## src/clk_gate_pkg.sv

```systemverilog
/*
 * Constants and types of the peripheral clock gating control block:
 * register offsets, field positions, writable-bit masks, reset values,
 * power states and the packed gate vector.
 * Assumes a 32-bit AHB-Lite register bus decoded on the low 12 address bits.
 */
`default_nettype none
package clk_gate_pkg;

  // ****************************************************************
  // Register offsets (byte addresses within the block).
  // ****************************************************************
  localparam logic [11:0] RUN_GATING_SET1_OFS = 12'h104;
  localparam logic [11:0] RUN_GATING_SET2_OFS = 12'h108;
  localparam logic [11:0] SLEEP_GATING_SET1_OFS = 12'h114;
  localparam logic [11:0] SLEEP_GATING_SET2_OFS = 12'h118;
  localparam logic [11:0] DEEP_SLEEP_GATING_SET1_OFS = 12'h124;
  localparam logic [11:0] DEEP_SLEEP_GATING_SET2_OFS = 12'h128;
  localparam logic [11:0] DEEP_SLEEP_CLOCK_SELECT_OFS = 12'h144;
  localparam logic [11:0] CLOCK_CHECK_FAULT_CLEAR_OFS = 12'h150;
  localparam logic [11:0] REGULATOR_FAULT_RESET_CTL_OFS = 12'h160;
  localparam logic [11:0] GATING_MODE_CTL_OFS = 12'h170;

  // ****************************************************************
  // Field positions and writable masks.
  // ****************************************************************
  localparam int COMPARATOR0_BIT = 24;
  localparam int TIMER2_BIT = 18;
  localparam int TIMER1_BIT = 17;
  localparam int TIMER0_BIT = 16;
  localparam int I2C_BIT = 12;
  localparam int SYNC_SERIAL_BIT = 4;
  localparam int ASYNC_SERIAL1_BIT = 1;
  localparam int ASYNC_SERIAL0_BIT = 0;
  localparam int GPIO_LAST_BIT = 4;
  localparam int CTRL_BIT = 0;
  localparam logic [31:0] SET1_MASK = 32'h0107_1013;
  localparam logic [31:0] SET2_MASK = 32'h0000_001f;
  localparam logic [31:0] CTRL_MASK = 32'h0000_0001;

  // ****************************************************************
  // Reset values.
  // ****************************************************************
  localparam logic [31:0] GATING_RESET = 32'h0000_0000;
  localparam logic CTRL_RESET = 1'b0;

  // ****************************************************************
  // Types.
  // ****************************************************************
  typedef enum logic [1:0] {
    PWR_RUN = 2'b00,
    PWR_SLEEP = 2'b01,
    PWR_DEEP = 2'b11
  } pwr_state_t;

  typedef struct packed {
    logic comparator0_gate;
    logic timer2_gate;
    logic timer1_gate;
    logic timer0_gate;
    logic i2c_gate;
    logic sync_serial_gate;
    logic async_serial1_gate;
    logic async_serial0_gate;
    logic [GPIO_LAST_BIT:0] gpio_gate;
  } gate_vec_t;

endpackage
`default_nettype wire

```

## src/clk_gate_ctrl.sv

```systemverilog
/*
 * Peripheral clock gating control: run, sleep and deep-sleep gating sets,
 * bus-fault flags for unclocked units, deep-sleep oscillator choice with
 * restore on wake, clock-check fault substitution and clear, and the
 * regulator-fault reset option, all behind an AHB-Lite slave.
 * Assumes one 20 MHz clock, single word transfers, and that the power
 * requests and wake event come from logic on the same clock.
 */
// Local design decision: the AHB-Lite slave port.
// Function
// RULE_01 Gate bit one clocks the peripheral.
// RULE_02 Access to unclocked unit gives bus fault.
// RULE_03 All gating bits reset to zero.
// RULE_04 Run, sleep, deep-sleep sets, 0x10 apart.
// RULE_05 Sleep sets apply only with auto gating.
// RULE_06 Set1: comparator bit 24, timers 18-16.
// RULE_07 Set1: I2C 12, sync serial 4, async 1-0.
// RULE_08 Set2: GPIO A-E bits 0-4, rest reserved.
// RULE_09 Reserved bits kept; software preserves them. The code masks them off on write, so they read zero.
// RULE_10 Oscillator select: internal clock in deep sleep.
// RULE_11 Select clear: main oscillator stays in deep sleep.
// RULE_12 Wake restores clock source from deep-sleep onset.
// RULE_13 Fault present: substitute a known good clock.
// RULE_14 Clear bit clears faults; not self-clearing.
// RULE_15 Enable bit lets unregulated regulator reset part.
// RULE_16 Active set chosen from current power state.
`timescale 1ns/1ps
`default_nettype none
module clk_gate_ctrl (
  input wire logic clk,
  input wire logic rstn,
  input wire logic hsel,
  input wire logic [31:0] haddr,
  input wire logic [1:0] htrans,
  input wire logic hwrite,
  input wire logic [2:0] hsize,
  input wire logic [31:0] hwdata,
  input wire logic hready,
  output logic hreadyout,
  output logic hresp,
  output logic [31:0] hrdata,
  input wire logic sleep_req,
  input wire logic deep_sleep_req,
  input wire logic wake_event,
  input wire clk_gate_pkg::gate_vec_t periph_access,
  output clk_gate_pkg::gate_vec_t periph_clk_en,
  output clk_gate_pkg::gate_vec_t periph_bus_fault,
  output logic [1:0] power_state,
  output logic sysclk_internal_sel,
  output logic main_osc_pwrdn,
  output logic internal_osc_pwrup,
  input wire logic clk_check_fault,
  output logic backup_clk_sel,
  input wire logic regulator_unregulated,
  output logic part_reset_req
);

  // ****************************************************************
  // State of the block.
  // ****************************************************************
  typedef struct packed {
    logic [31:0] run1;
    logic [31:0] run2;
    logic [31:0] slp1;
    logic [31:0] slp2;
    logic [31:0] dsl1;
    logic [31:0] dsl2;
    logic internal_osc_select;
    logic verify_fault_clear_bit;
    logic regulator_fault_reset_enable;
    logic auto_gating_select;
    clk_gate_pkg::pwr_state_t pstate;
    logic [2:0] fault_sync;
    logic fault_level;
    logic fault_active;
    logic [2:0] ldo_sync;
    logic ldo_level;
    logic part_reset;
    logic sel_internal;
    logic saved_sel;
    logic main_off;
    clk_gate_pkg::gate_vec_t clk_en;
    logic dp_wr;
    logic [11:0] dp_addr;
    logic [31:0] rdata;
  } state_t;

  state_t state_reg;
  state_t state_next;

  // ****************************************************************
  // Helper functions.
  // ****************************************************************

  // Maps the two gating words of one set onto the gate vector.
  function automatic clk_gate_pkg::gate_vec_t map_gates(input logic [31:0] s1,
                                                        input logic [31:0] s2);
    clk_gate_pkg::gate_vec_t g;
    g.comparator0_gate = s1[clk_gate_pkg::COMPARATOR0_BIT]; // RULE_06
    g.timer2_gate = s1[clk_gate_pkg::TIMER2_BIT];
    g.timer1_gate = s1[clk_gate_pkg::TIMER1_BIT];
    g.timer0_gate = s1[clk_gate_pkg::TIMER0_BIT];
    g.i2c_gate = s1[clk_gate_pkg::I2C_BIT]; // RULE_07
    g.sync_serial_gate = s1[clk_gate_pkg::SYNC_SERIAL_BIT];
    g.async_serial1_gate = s1[clk_gate_pkg::ASYNC_SERIAL1_BIT];
    g.async_serial0_gate = s1[clk_gate_pkg::ASYNC_SERIAL0_BIT];
    g.gpio_gate = s2[clk_gate_pkg::GPIO_LAST_BIT:0]; // RULE_08
    return g;
  endfunction

  // Picks the gating set that the power state calls for.
  function automatic clk_gate_pkg::gate_vec_t active_gates(input state_t s);
    clk_gate_pkg::gate_vec_t g;
    g = map_gates(s.run1, s.run2); // RULE_16
    if (s.auto_gating_select) begin // RULE_05
      if (s.pstate == clk_gate_pkg::PWR_SLEEP) begin
        g = map_gates(s.slp1, s.slp2);
      end else if (s.pstate == clk_gate_pkg::PWR_DEEP) begin
        g = map_gates(s.dsl1, s.dsl2);
      end
    end
    return g;
  endfunction

  // Returns the read value at a byte offset; unmapped offsets read zero.
  function automatic logic [31:0] read_reg(input state_t s, input logic [11:0] a);
    logic [31:0] d;
    d = 32'h0000_0000;
    case (a)
      clk_gate_pkg::RUN_GATING_SET1_OFS: d = s.run1;
      clk_gate_pkg::RUN_GATING_SET2_OFS: d = s.run2;
      clk_gate_pkg::SLEEP_GATING_SET1_OFS: d = s.slp1;
      clk_gate_pkg::SLEEP_GATING_SET2_OFS: d = s.slp2;
      clk_gate_pkg::DEEP_SLEEP_GATING_SET1_OFS: d = s.dsl1;
      clk_gate_pkg::DEEP_SLEEP_GATING_SET2_OFS: d = s.dsl2;
      clk_gate_pkg::DEEP_SLEEP_CLOCK_SELECT_OFS: d[0] = s.internal_osc_select;
      clk_gate_pkg::CLOCK_CHECK_FAULT_CLEAR_OFS: d[0] = s.verify_fault_clear_bit;
      clk_gate_pkg::REGULATOR_FAULT_RESET_CTL_OFS: d[0] = s.regulator_fault_reset_enable;
      clk_gate_pkg::GATING_MODE_CTL_OFS: begin
        d[0] = s.auto_gating_select;
        d[1] = s.fault_active;
      end
      default: d = 32'h0000_0000;
    endcase
    return d;
  endfunction

  // ****************************************************************
  // Next-state logic.
  // ****************************************************************
  logic addr_phase;
  logic fault_event;
  logic [31:0] wd;

  // Computes the whole next state from the present state and the inputs.
  always_comb begin
    state_next = state_reg;
    addr_phase = hsel && htrans[1] && hready;
    wd = hwdata;
    // Bus address phase: remember a write, capture read data early.
    state_next.dp_wr = addr_phase && hwrite;
    state_next.dp_addr = haddr[11:0];
    if (addr_phase && !hwrite) begin
      state_next.rdata = read_reg(state_reg, haddr[11:0]);
    end
    // Bus data phase: reserved bits are masked off and read as zero.
    if (state_reg.dp_wr) begin
      case (state_reg.dp_addr) // RULE_04
        clk_gate_pkg::RUN_GATING_SET1_OFS: state_next.run1 = wd & clk_gate_pkg::SET1_MASK; // RULE_09
        clk_gate_pkg::RUN_GATING_SET2_OFS: state_next.run2 = wd & clk_gate_pkg::SET2_MASK;
        clk_gate_pkg::SLEEP_GATING_SET1_OFS: state_next.slp1 = wd & clk_gate_pkg::SET1_MASK;
        clk_gate_pkg::SLEEP_GATING_SET2_OFS: state_next.slp2 = wd & clk_gate_pkg::SET2_MASK;
        clk_gate_pkg::DEEP_SLEEP_GATING_SET1_OFS: state_next.dsl1 = wd & clk_gate_pkg::SET1_MASK;
        clk_gate_pkg::DEEP_SLEEP_GATING_SET2_OFS: state_next.dsl2 = wd & clk_gate_pkg::SET2_MASK;
        clk_gate_pkg::DEEP_SLEEP_CLOCK_SELECT_OFS: state_next.internal_osc_select = wd[0];
        clk_gate_pkg::CLOCK_CHECK_FAULT_CLEAR_OFS: state_next.verify_fault_clear_bit = wd[0];
        clk_gate_pkg::REGULATOR_FAULT_RESET_CTL_OFS: state_next.regulator_fault_reset_enable = wd[0];
        clk_gate_pkg::GATING_MODE_CTL_OFS: state_next.auto_gating_select = wd[0];
        default: state_next.dp_wr = state_next.dp_wr;
      endcase
    end
    // Power state machine; deep sleep wins over sleep when both are asked.
    case (state_reg.pstate)
      clk_gate_pkg::PWR_RUN: begin
        if (deep_sleep_req) begin
          state_next.pstate = clk_gate_pkg::PWR_DEEP;
          state_next.saved_sel = state_reg.sel_internal;
          if (state_reg.internal_osc_select) begin // RULE_10
            state_next.sel_internal = 1'b1;
            state_next.main_off = 1'b1;
          end
        end else if (sleep_req) begin
          state_next.pstate = clk_gate_pkg::PWR_SLEEP;
        end
      end
      clk_gate_pkg::PWR_SLEEP: begin
        if (wake_event) begin
          state_next.pstate = clk_gate_pkg::PWR_RUN;
        end
      end
      clk_gate_pkg::PWR_DEEP: begin
        if (wake_event) begin
          state_next.pstate = clk_gate_pkg::PWR_RUN;
          state_next.sel_internal = state_reg.saved_sel; // RULE_12
          state_next.main_off = 1'b0; // RULE_11
        end
      end
      default: state_next.pstate = clk_gate_pkg::PWR_RUN;
    endcase
    // Clock-check fault: three-stage synchroniser, change taken when the last two stages agree.
    state_next.fault_sync = {state_reg.fault_sync[1:0], clk_check_fault};
    if (state_reg.fault_sync[1] == state_reg.fault_sync[2]) begin
      state_next.fault_level = state_reg.fault_sync[2];
    end
    fault_event = state_next.fault_level && !state_reg.fault_level;
    // A new fault wins over a clear held in the same cycle.
    state_next.fault_active = fault_event ||
      (state_reg.fault_active && !state_reg.verify_fault_clear_bit); // RULE_14
    // Regulator status: same synchroniser, reset request gated by enable.
    state_next.ldo_sync = {state_reg.ldo_sync[1:0], regulator_unregulated};
    if (state_reg.ldo_sync[1] == state_reg.ldo_sync[2]) begin
      state_next.ldo_level = state_reg.ldo_sync[2];
    end
    state_next.part_reset = state_reg.regulator_fault_reset_enable &&
      state_reg.ldo_level; // RULE_15
    // Clock enables follow the active set of the next state.
    state_next.clk_en = active_gates(state_next); // RULE_01
  end

  // ****************************************************************
  // State register.
  // ****************************************************************

  // Registers the state; every gating bit and control bit resets to zero.
  always_ff @(posedge clk or negedge rstn) begin
    if (!rstn) begin
      state_reg <= '0; // RULE_03
      state_reg.run1 <= clk_gate_pkg::GATING_RESET;
      state_reg.pstate <= clk_gate_pkg::PWR_RUN;
      state_reg.internal_osc_select <= clk_gate_pkg::CTRL_RESET;
    end else begin
      state_reg <= state_next;
    end
  end

  // ****************************************************************
  // Outputs.
  // ****************************************************************

  // Zero-wait slave that always answers OKAY.
  assign hreadyout = 1'b1;
  assign hresp = 1'b0;
  assign hrdata = state_reg.rdata;
  // Unit clocks, bus-fault flags and clock source controls.
  assign periph_clk_en = state_reg.clk_en;
  assign periph_bus_fault = periph_access & ~state_reg.clk_en; // RULE_02
  assign power_state = state_reg.pstate;
  assign sysclk_internal_sel = state_reg.sel_internal;
  assign main_osc_pwrdn = state_reg.main_off;
  assign internal_osc_pwrup = state_reg.sel_internal;
  assign backup_clk_sel = state_reg.fault_active; // RULE_13
  assign part_reset_req = state_reg.part_reset;
endmodule
`default_nettype wire

```

## config.mk

```make
export PLATFORM = sky130hd
export DESIGN_NAME = clk_gate_ctrl
export DESIGN_NICKNAME = d
export VERILOG_FILES = /design/src/clk_gate_pkg.sv /design/src/clk_gate_ctrl.sv
export SDC_FILE = /design/constraint.sdc
export NUM_CORES = 1
export LEC_CHECK = 0
export ABC_AREA = 1
export ABC_CLOCK_PERIOD_IN_PS = 1700
export BUFFER_PORTS_ARGS = -buffer_cell sky130_fd_sc_hd__buf_2
export CORE_MARGIN = 3
export CORE_UTILIZATION = 40
export DETAILED_ROUTE_END_ITERATION = 6
export PLACE_DENSITY = 0.75
export SLEW_MARGIN = 20
export SYNTH_ARGS = -nofsm -noshare
export SYNTH_HDL_FRONTEND = slang
export SYNTH_SLANG_ARGS = --single-unit
```

## constraint.sdc

```tcl
create_clock -name clk -period 1.7 [get_ports clk]
set_input_delay 0.085 -clock clk [delete_from_list [all_inputs] [get_ports clk]]
set_output_delay 0.085 -clock clk [all_outputs]
set_load 0.01 [all_outputs]
```

# Word level (Yosys, flattened, before mapping)
# Index checks and enable logic that the tools add are counted.
# classes
n_addsub,0
multipliers,0
div,0
order_cmp,0
n_eq_ne,29
shift,0
mux,28
bitwise,2
reduce_logical,19
# op_table
operator,count
"12-bit by 9-bit == test with 1-bit output, second input constant",20
189-bit two-way mux,1
23-bit one-hot mux with 6 select lines,1
25-bit two-way mux,3
13-bit two-way mux,3
5-bit two-way mux,3
13-bit AND,1
13-bit NOT,1
1-bit one-hot mux with 10 select lines,1
1-bit two-way mux,8
2-bit AND reduction,4
1-bit logical AND,7
1-bit one-hot mux with 7 select lines,1
2-bit two-way mux,3
"2-bit != test, second input constant",3
"2-bit by 1-bit == test with 1-bit output, second input constant",2
"2-bit == test, second input constant",2
1-bit one-hot mux with 2 select lines,2
2-bit one-hot mux with 2 select lines,1
4-bit AND reduction,1
1-bit zero test,3
3-bit two-way mux,1
1-bit == test,2
2-bit zero test,1
other kinds (3),3
# totals
register_bits,116
latch_bits,0
ramBits,0
mem_bits_ro,0
in_bits,92
elab_cells,110
n_memories,0

# Longest topological paths before layout
# logic_depth
depth_word,7
ltp_mapped,12

# Least setup slack after synthesis
# Ideal clock, no wire load.
# synth_path
kind,flip-flop to flip-flop
from,register state_reg[43] (netlist bit)
to,register state_reg (netlist bit periph_clk_en[3])
t_arrival_ns,1.320
t_required_ns,1.587
path_slack_ns,0.267
stages_incl_launch_ff,10
n_path_buf,1
path_cell_list,dfrtp_1 nor2_1 nand3_2 nor2_1 nand4_1 nand3_1 buf_2 nand2_1 nand2_1 inv_1
# synth_rtl
item,line_no,rtl
"start, declared",clk_gate_ctrl.sv:88,state_t state_reg;
"start signal, assigned",clk_gate_ctrl.sv:242,state_reg <= state_next;

# Worst setup path after layout
# layout_path
from,input haddr[5]
to,register state_reg (netlist bit hrdata[12])
# layout_between
elab_chain_cells,2
word_cells_on_any_way,7
classes_between,eq/ne: 6; mux: 1
# layout_rtl
item,line_no,rtl
"start, declared",clk_gate_ctrl.sv:33,"input wire logic [31:0] haddr,"
12-bit by 9-bit == test with 1-bit output,clk_gate_ctrl.sv:129,case (a)
23-bit one-hot mux with 6 select lines (*),clk_gate_ctrl.sv:129,
# Mark *: on every way between the ends. The rest lies on a longest branch, timed or not.
# A chain may end at the register's enable or synchronous reset.

==> impl_metrics.env <==
export IMPL_final_setup_viol_count=0
export IMPL_fin_nets=815
export IMPL_cts_root_buf="clkbuf_16"
export IMPL_slew_headroom=0.6646
export IMPL_fillCellCount=1080
export IMPL_end_kind="flip-flop"
export IMPL_clk_path_buf_depth=2
export IMPL_synthDistinctLibCells=31
export IMPL_dp_slack_ps=61.19
export IMPL_cpMostUsedCell="nand2_1"
export IMPL_grt_max_degree=95
export IMPL_path_delay_family="simple AND/OR/NAND/NOR gates"
export IMPL_yosysSeqAreaShare=0.4852
export IMPL_max_cap_viol_count=0
export IMPL_timing_final_crit_period_ps=1633
export IMPL_dr_pass1_iters=5
export IMPL_start_kind="primary input"
export IMPL_final_common_cell="nand2_1"
export IMPL_die_area_sq_um=13480
export IMPL_multi_input_area_sq_um=1928
export IMPL_die_y_um=116.1
export IMPL_p_leak_nw=3.376
export IMPL_grt_pass1_wl_um=18040
export IMPL_diodes=0
export IMPL_cp_cell_sequence="dlygate4sd3_1, buf_2, inv_1, nor2_1, nand2_1, nor3_4, nand2_1, o211ai_1, nand2_1, nand2_1"
export IMPL_crit_buf_inv=3
export IMPL_finalWeightedCongestion=0.8729
export IMPL_cts_max_level=3
export IMPL_port_buffers=88
export IMPL_syn_cell_area_sq_um=4848
export IMPL_area_growth_pct=21.78
export IMPL_via_per_inst=4.727
export IMPL_min_path_type="primary input to flip-flop"
export IMPL_die_width_um=116.1
export IMPL_cts_sinks=94
export IMPL_tns_ps=0
export IMPL_drv_slew=0
export IMPL_antenna_found_initial=0
export IMPL_numCtsBuffers=9
export IMPL_period_share=0.9608
export IMPL_drtIter0Drc=274
export IMPL_initial_core_util=0.4175
export IMPL_cts_tree="done"
export IMPL_drive_above_1_share=0.2184
export IMPL_p_per_area_nw_per_um2=884.5
export IMPL_cp_arrival_ps=1920
export IMPL_post_dp_hpwl_um=7821
export IMPL_wire_per_inst_um=13.05
export IMPL_clk_latency_ps=350
export IMPL_grt_usage=0.1720
export IMPL_seq_area_sq_um=2352
export IMPL_cts_clk_slew_worst_paths_ps=60
export IMPL_path_class="primary input to flip-flop"
export IMPL_grt_overflow_total=0
export IMPL_syn_inst=628
export IMPL_drt_total_wl_um=11360
export IMPL_grt_pass1_vias=3782
export IMPL_vias=4117
export IMPL_worst_slack_ps=66.71
export IMPL_final_hold_viol_count=0
export IMPL_yosysWarnings=0
export IMPL_drcViolationCount=0
export IMPL_path_max_fanout=5
export IMPL_status="complete, no violations"
export IMPL_skew_ps=10.52
export IMPL_required_ps=1980
export IMPL_tightest_slew_ps=503.1
export IMPL_core_area_sq_um=11610
export IMPL_slowest_stage="dlygate4sd3_1"
export IMPL_ys_seq_elements=94
export IMPL_largest_register_ff_count=61
export IMPL_mostFrequentLayoutCells="nand2_1, dfrtp_1, buf_2, inv_1, nand3_1"
export IMPL_fmax_mhz=612.3
export IMPL_avgSynthCellArea_sq_um=7.720
export IMPL_ios=159
export IMPL_drtAntennaViolNets=0
export IMPL_irDropWorstVdd_uv=410.1
export IMPL_rows=39
export IMPL_max_stage_delay_ps=540
## synth_stat cells
library cell	count	area [sq um]
or2_2	1	6.260
nor3_1	3	15.01
o211ai_1	7	52.55
buf_6	2	22.52
o21ai_1	10	50.05
nand2_2	5	31.28
nand3_1	71	355.3
maj3_1	2	20.02
clkinv_1	1	3.750
buf_4	54	405.4
buf_2	5	25.02
a21oi_1	3	15.01
dfrtp_1	94	2352
inv_2	1	3.750
o21ai_2	3	26.28
inv_1	82	307.8
nand3_2	1	10.01
nor2_2	3	18.77
nand2_1	199	747.0
clkbuf_1	1	3.750
o21a_1	1	7.510
a32o_1	1	10.01
o22ai_1	1	6.260
nor2_1	54	202.7
nor2_4	2	22.52
nand4_1	5	31.28
nor3_2	2	20.02
conb_1	2	7.510
mux2i_1	1	10.01
o21ai_0	10	50.05
or2_4	1	8.760
## worst reg2reg max path, cell delays in order (launching register included)
cell	delay, ps
dfrtp_1	440
inv_2	60
or2_4	240
nor2_4	180
buf_4	220
nand3_1	110
nand3_1	90
nand2_1	60
nand2_1	50
nand2_1	60
inv_1	60
## timing repair
item,4_1_cts,5_1_grt
hold buffers,18,0
setup endpoints to repair,0,22
resized for setup,0,39
buffers inserted,0,2
endpoints found under the hold margin,110,0
## report_power, final
| group | switching [mW] | total, mW | internal [mW] |
|---|---|---|---|
| Clock | 0.845 | 2.11 | 1.27 |
| Sequential | 0.0756 | 2.39 | 2.32 |
| Combinational | 0.470 | 0.721 | 0.251 |
| Total | 1.39 | 5.22 | 3.83 |
## cell type report
type | count | share of cell area
inverter | 84 | 0.05340
tap | 143 | 0.03030
clock inverter | 4 | 0.008900
timing repair buffer | 124 | 0.1373
sequential | 94 | 0.3984
clock buffer | 12 | 0.04514
multi-input combinational | 410 | 0.3266
## layer usage
metal / global-route usage / vias up / part of all wire
met1: 0.2276 / 1910 / 0.45
met4: 0.07889 / 0 / 0.022
li1: - / 2066 / -
met5: 0 / - / 0
met3: 0.02539 / 22 / 0.056
met2: 0.2808 / 119 / 0.47
## path summary, 6_finish.rpt
| kind | startpoint | to | slack [ps] | cells after the start |
|---|---|---|---|---|
| hold / removal | hwdata[18] | state_reg[255] | 3 | 3 |
| min in group asynchronous | rstn | state_reg[32] | 340 | 3 |
| setup reg to reg | state_reg[36] | periph_clk_en[4] | 80 | 10 |
| hold reg to reg | state_next[69] | state_next[70] | 350 | 0 |
| max in group asynchronous | rstn | hrdata[17] | 960 | 3 |
| setup / recovery | haddr[5] | hrdata[12] | 70 | 10 |
## metrics by stage
| stage | utilization | hold slack, ps | instances | instance area [sq um] | power [mW] |
|---|---|---|---|---|---|
| after floorplan | - | -210.6 | 650 | 4931 | 2.871 |
| after global placement | 0.4513 | 177.0 | 835 | 5241 | 3.078 |
| after detailed placement | 0.4513 | 181.9 | 835 | 5241 | 3.092 |
| after CTS | 0.4943 | 4.969 | 869 | 5741 | 5.233 |
| after global routing | 0.5084 | 29.33 | 871 | 5904 | 5.461 |
| final | 0.5084 | 3.434 | 871 | 5904 | 5.223 |
## cells by family (layout without fill, tap and decap cells)
kind of cell / after synthesis / count (layout) / share of synthesized area
compound gates: 36 / 36 / 0.04491
fa+ha+maj: 2 / 2 / 0.004129
buf+inv: 146 / 224 / 0.1592
flops: 94 / 94 / 0.4852
mux: 1 / 1 / 0.002065
other cells: 2 / 24 / 0.001549
simple gates: 347 / 347 / 0.3030
(Power assumes the default switching activity.)
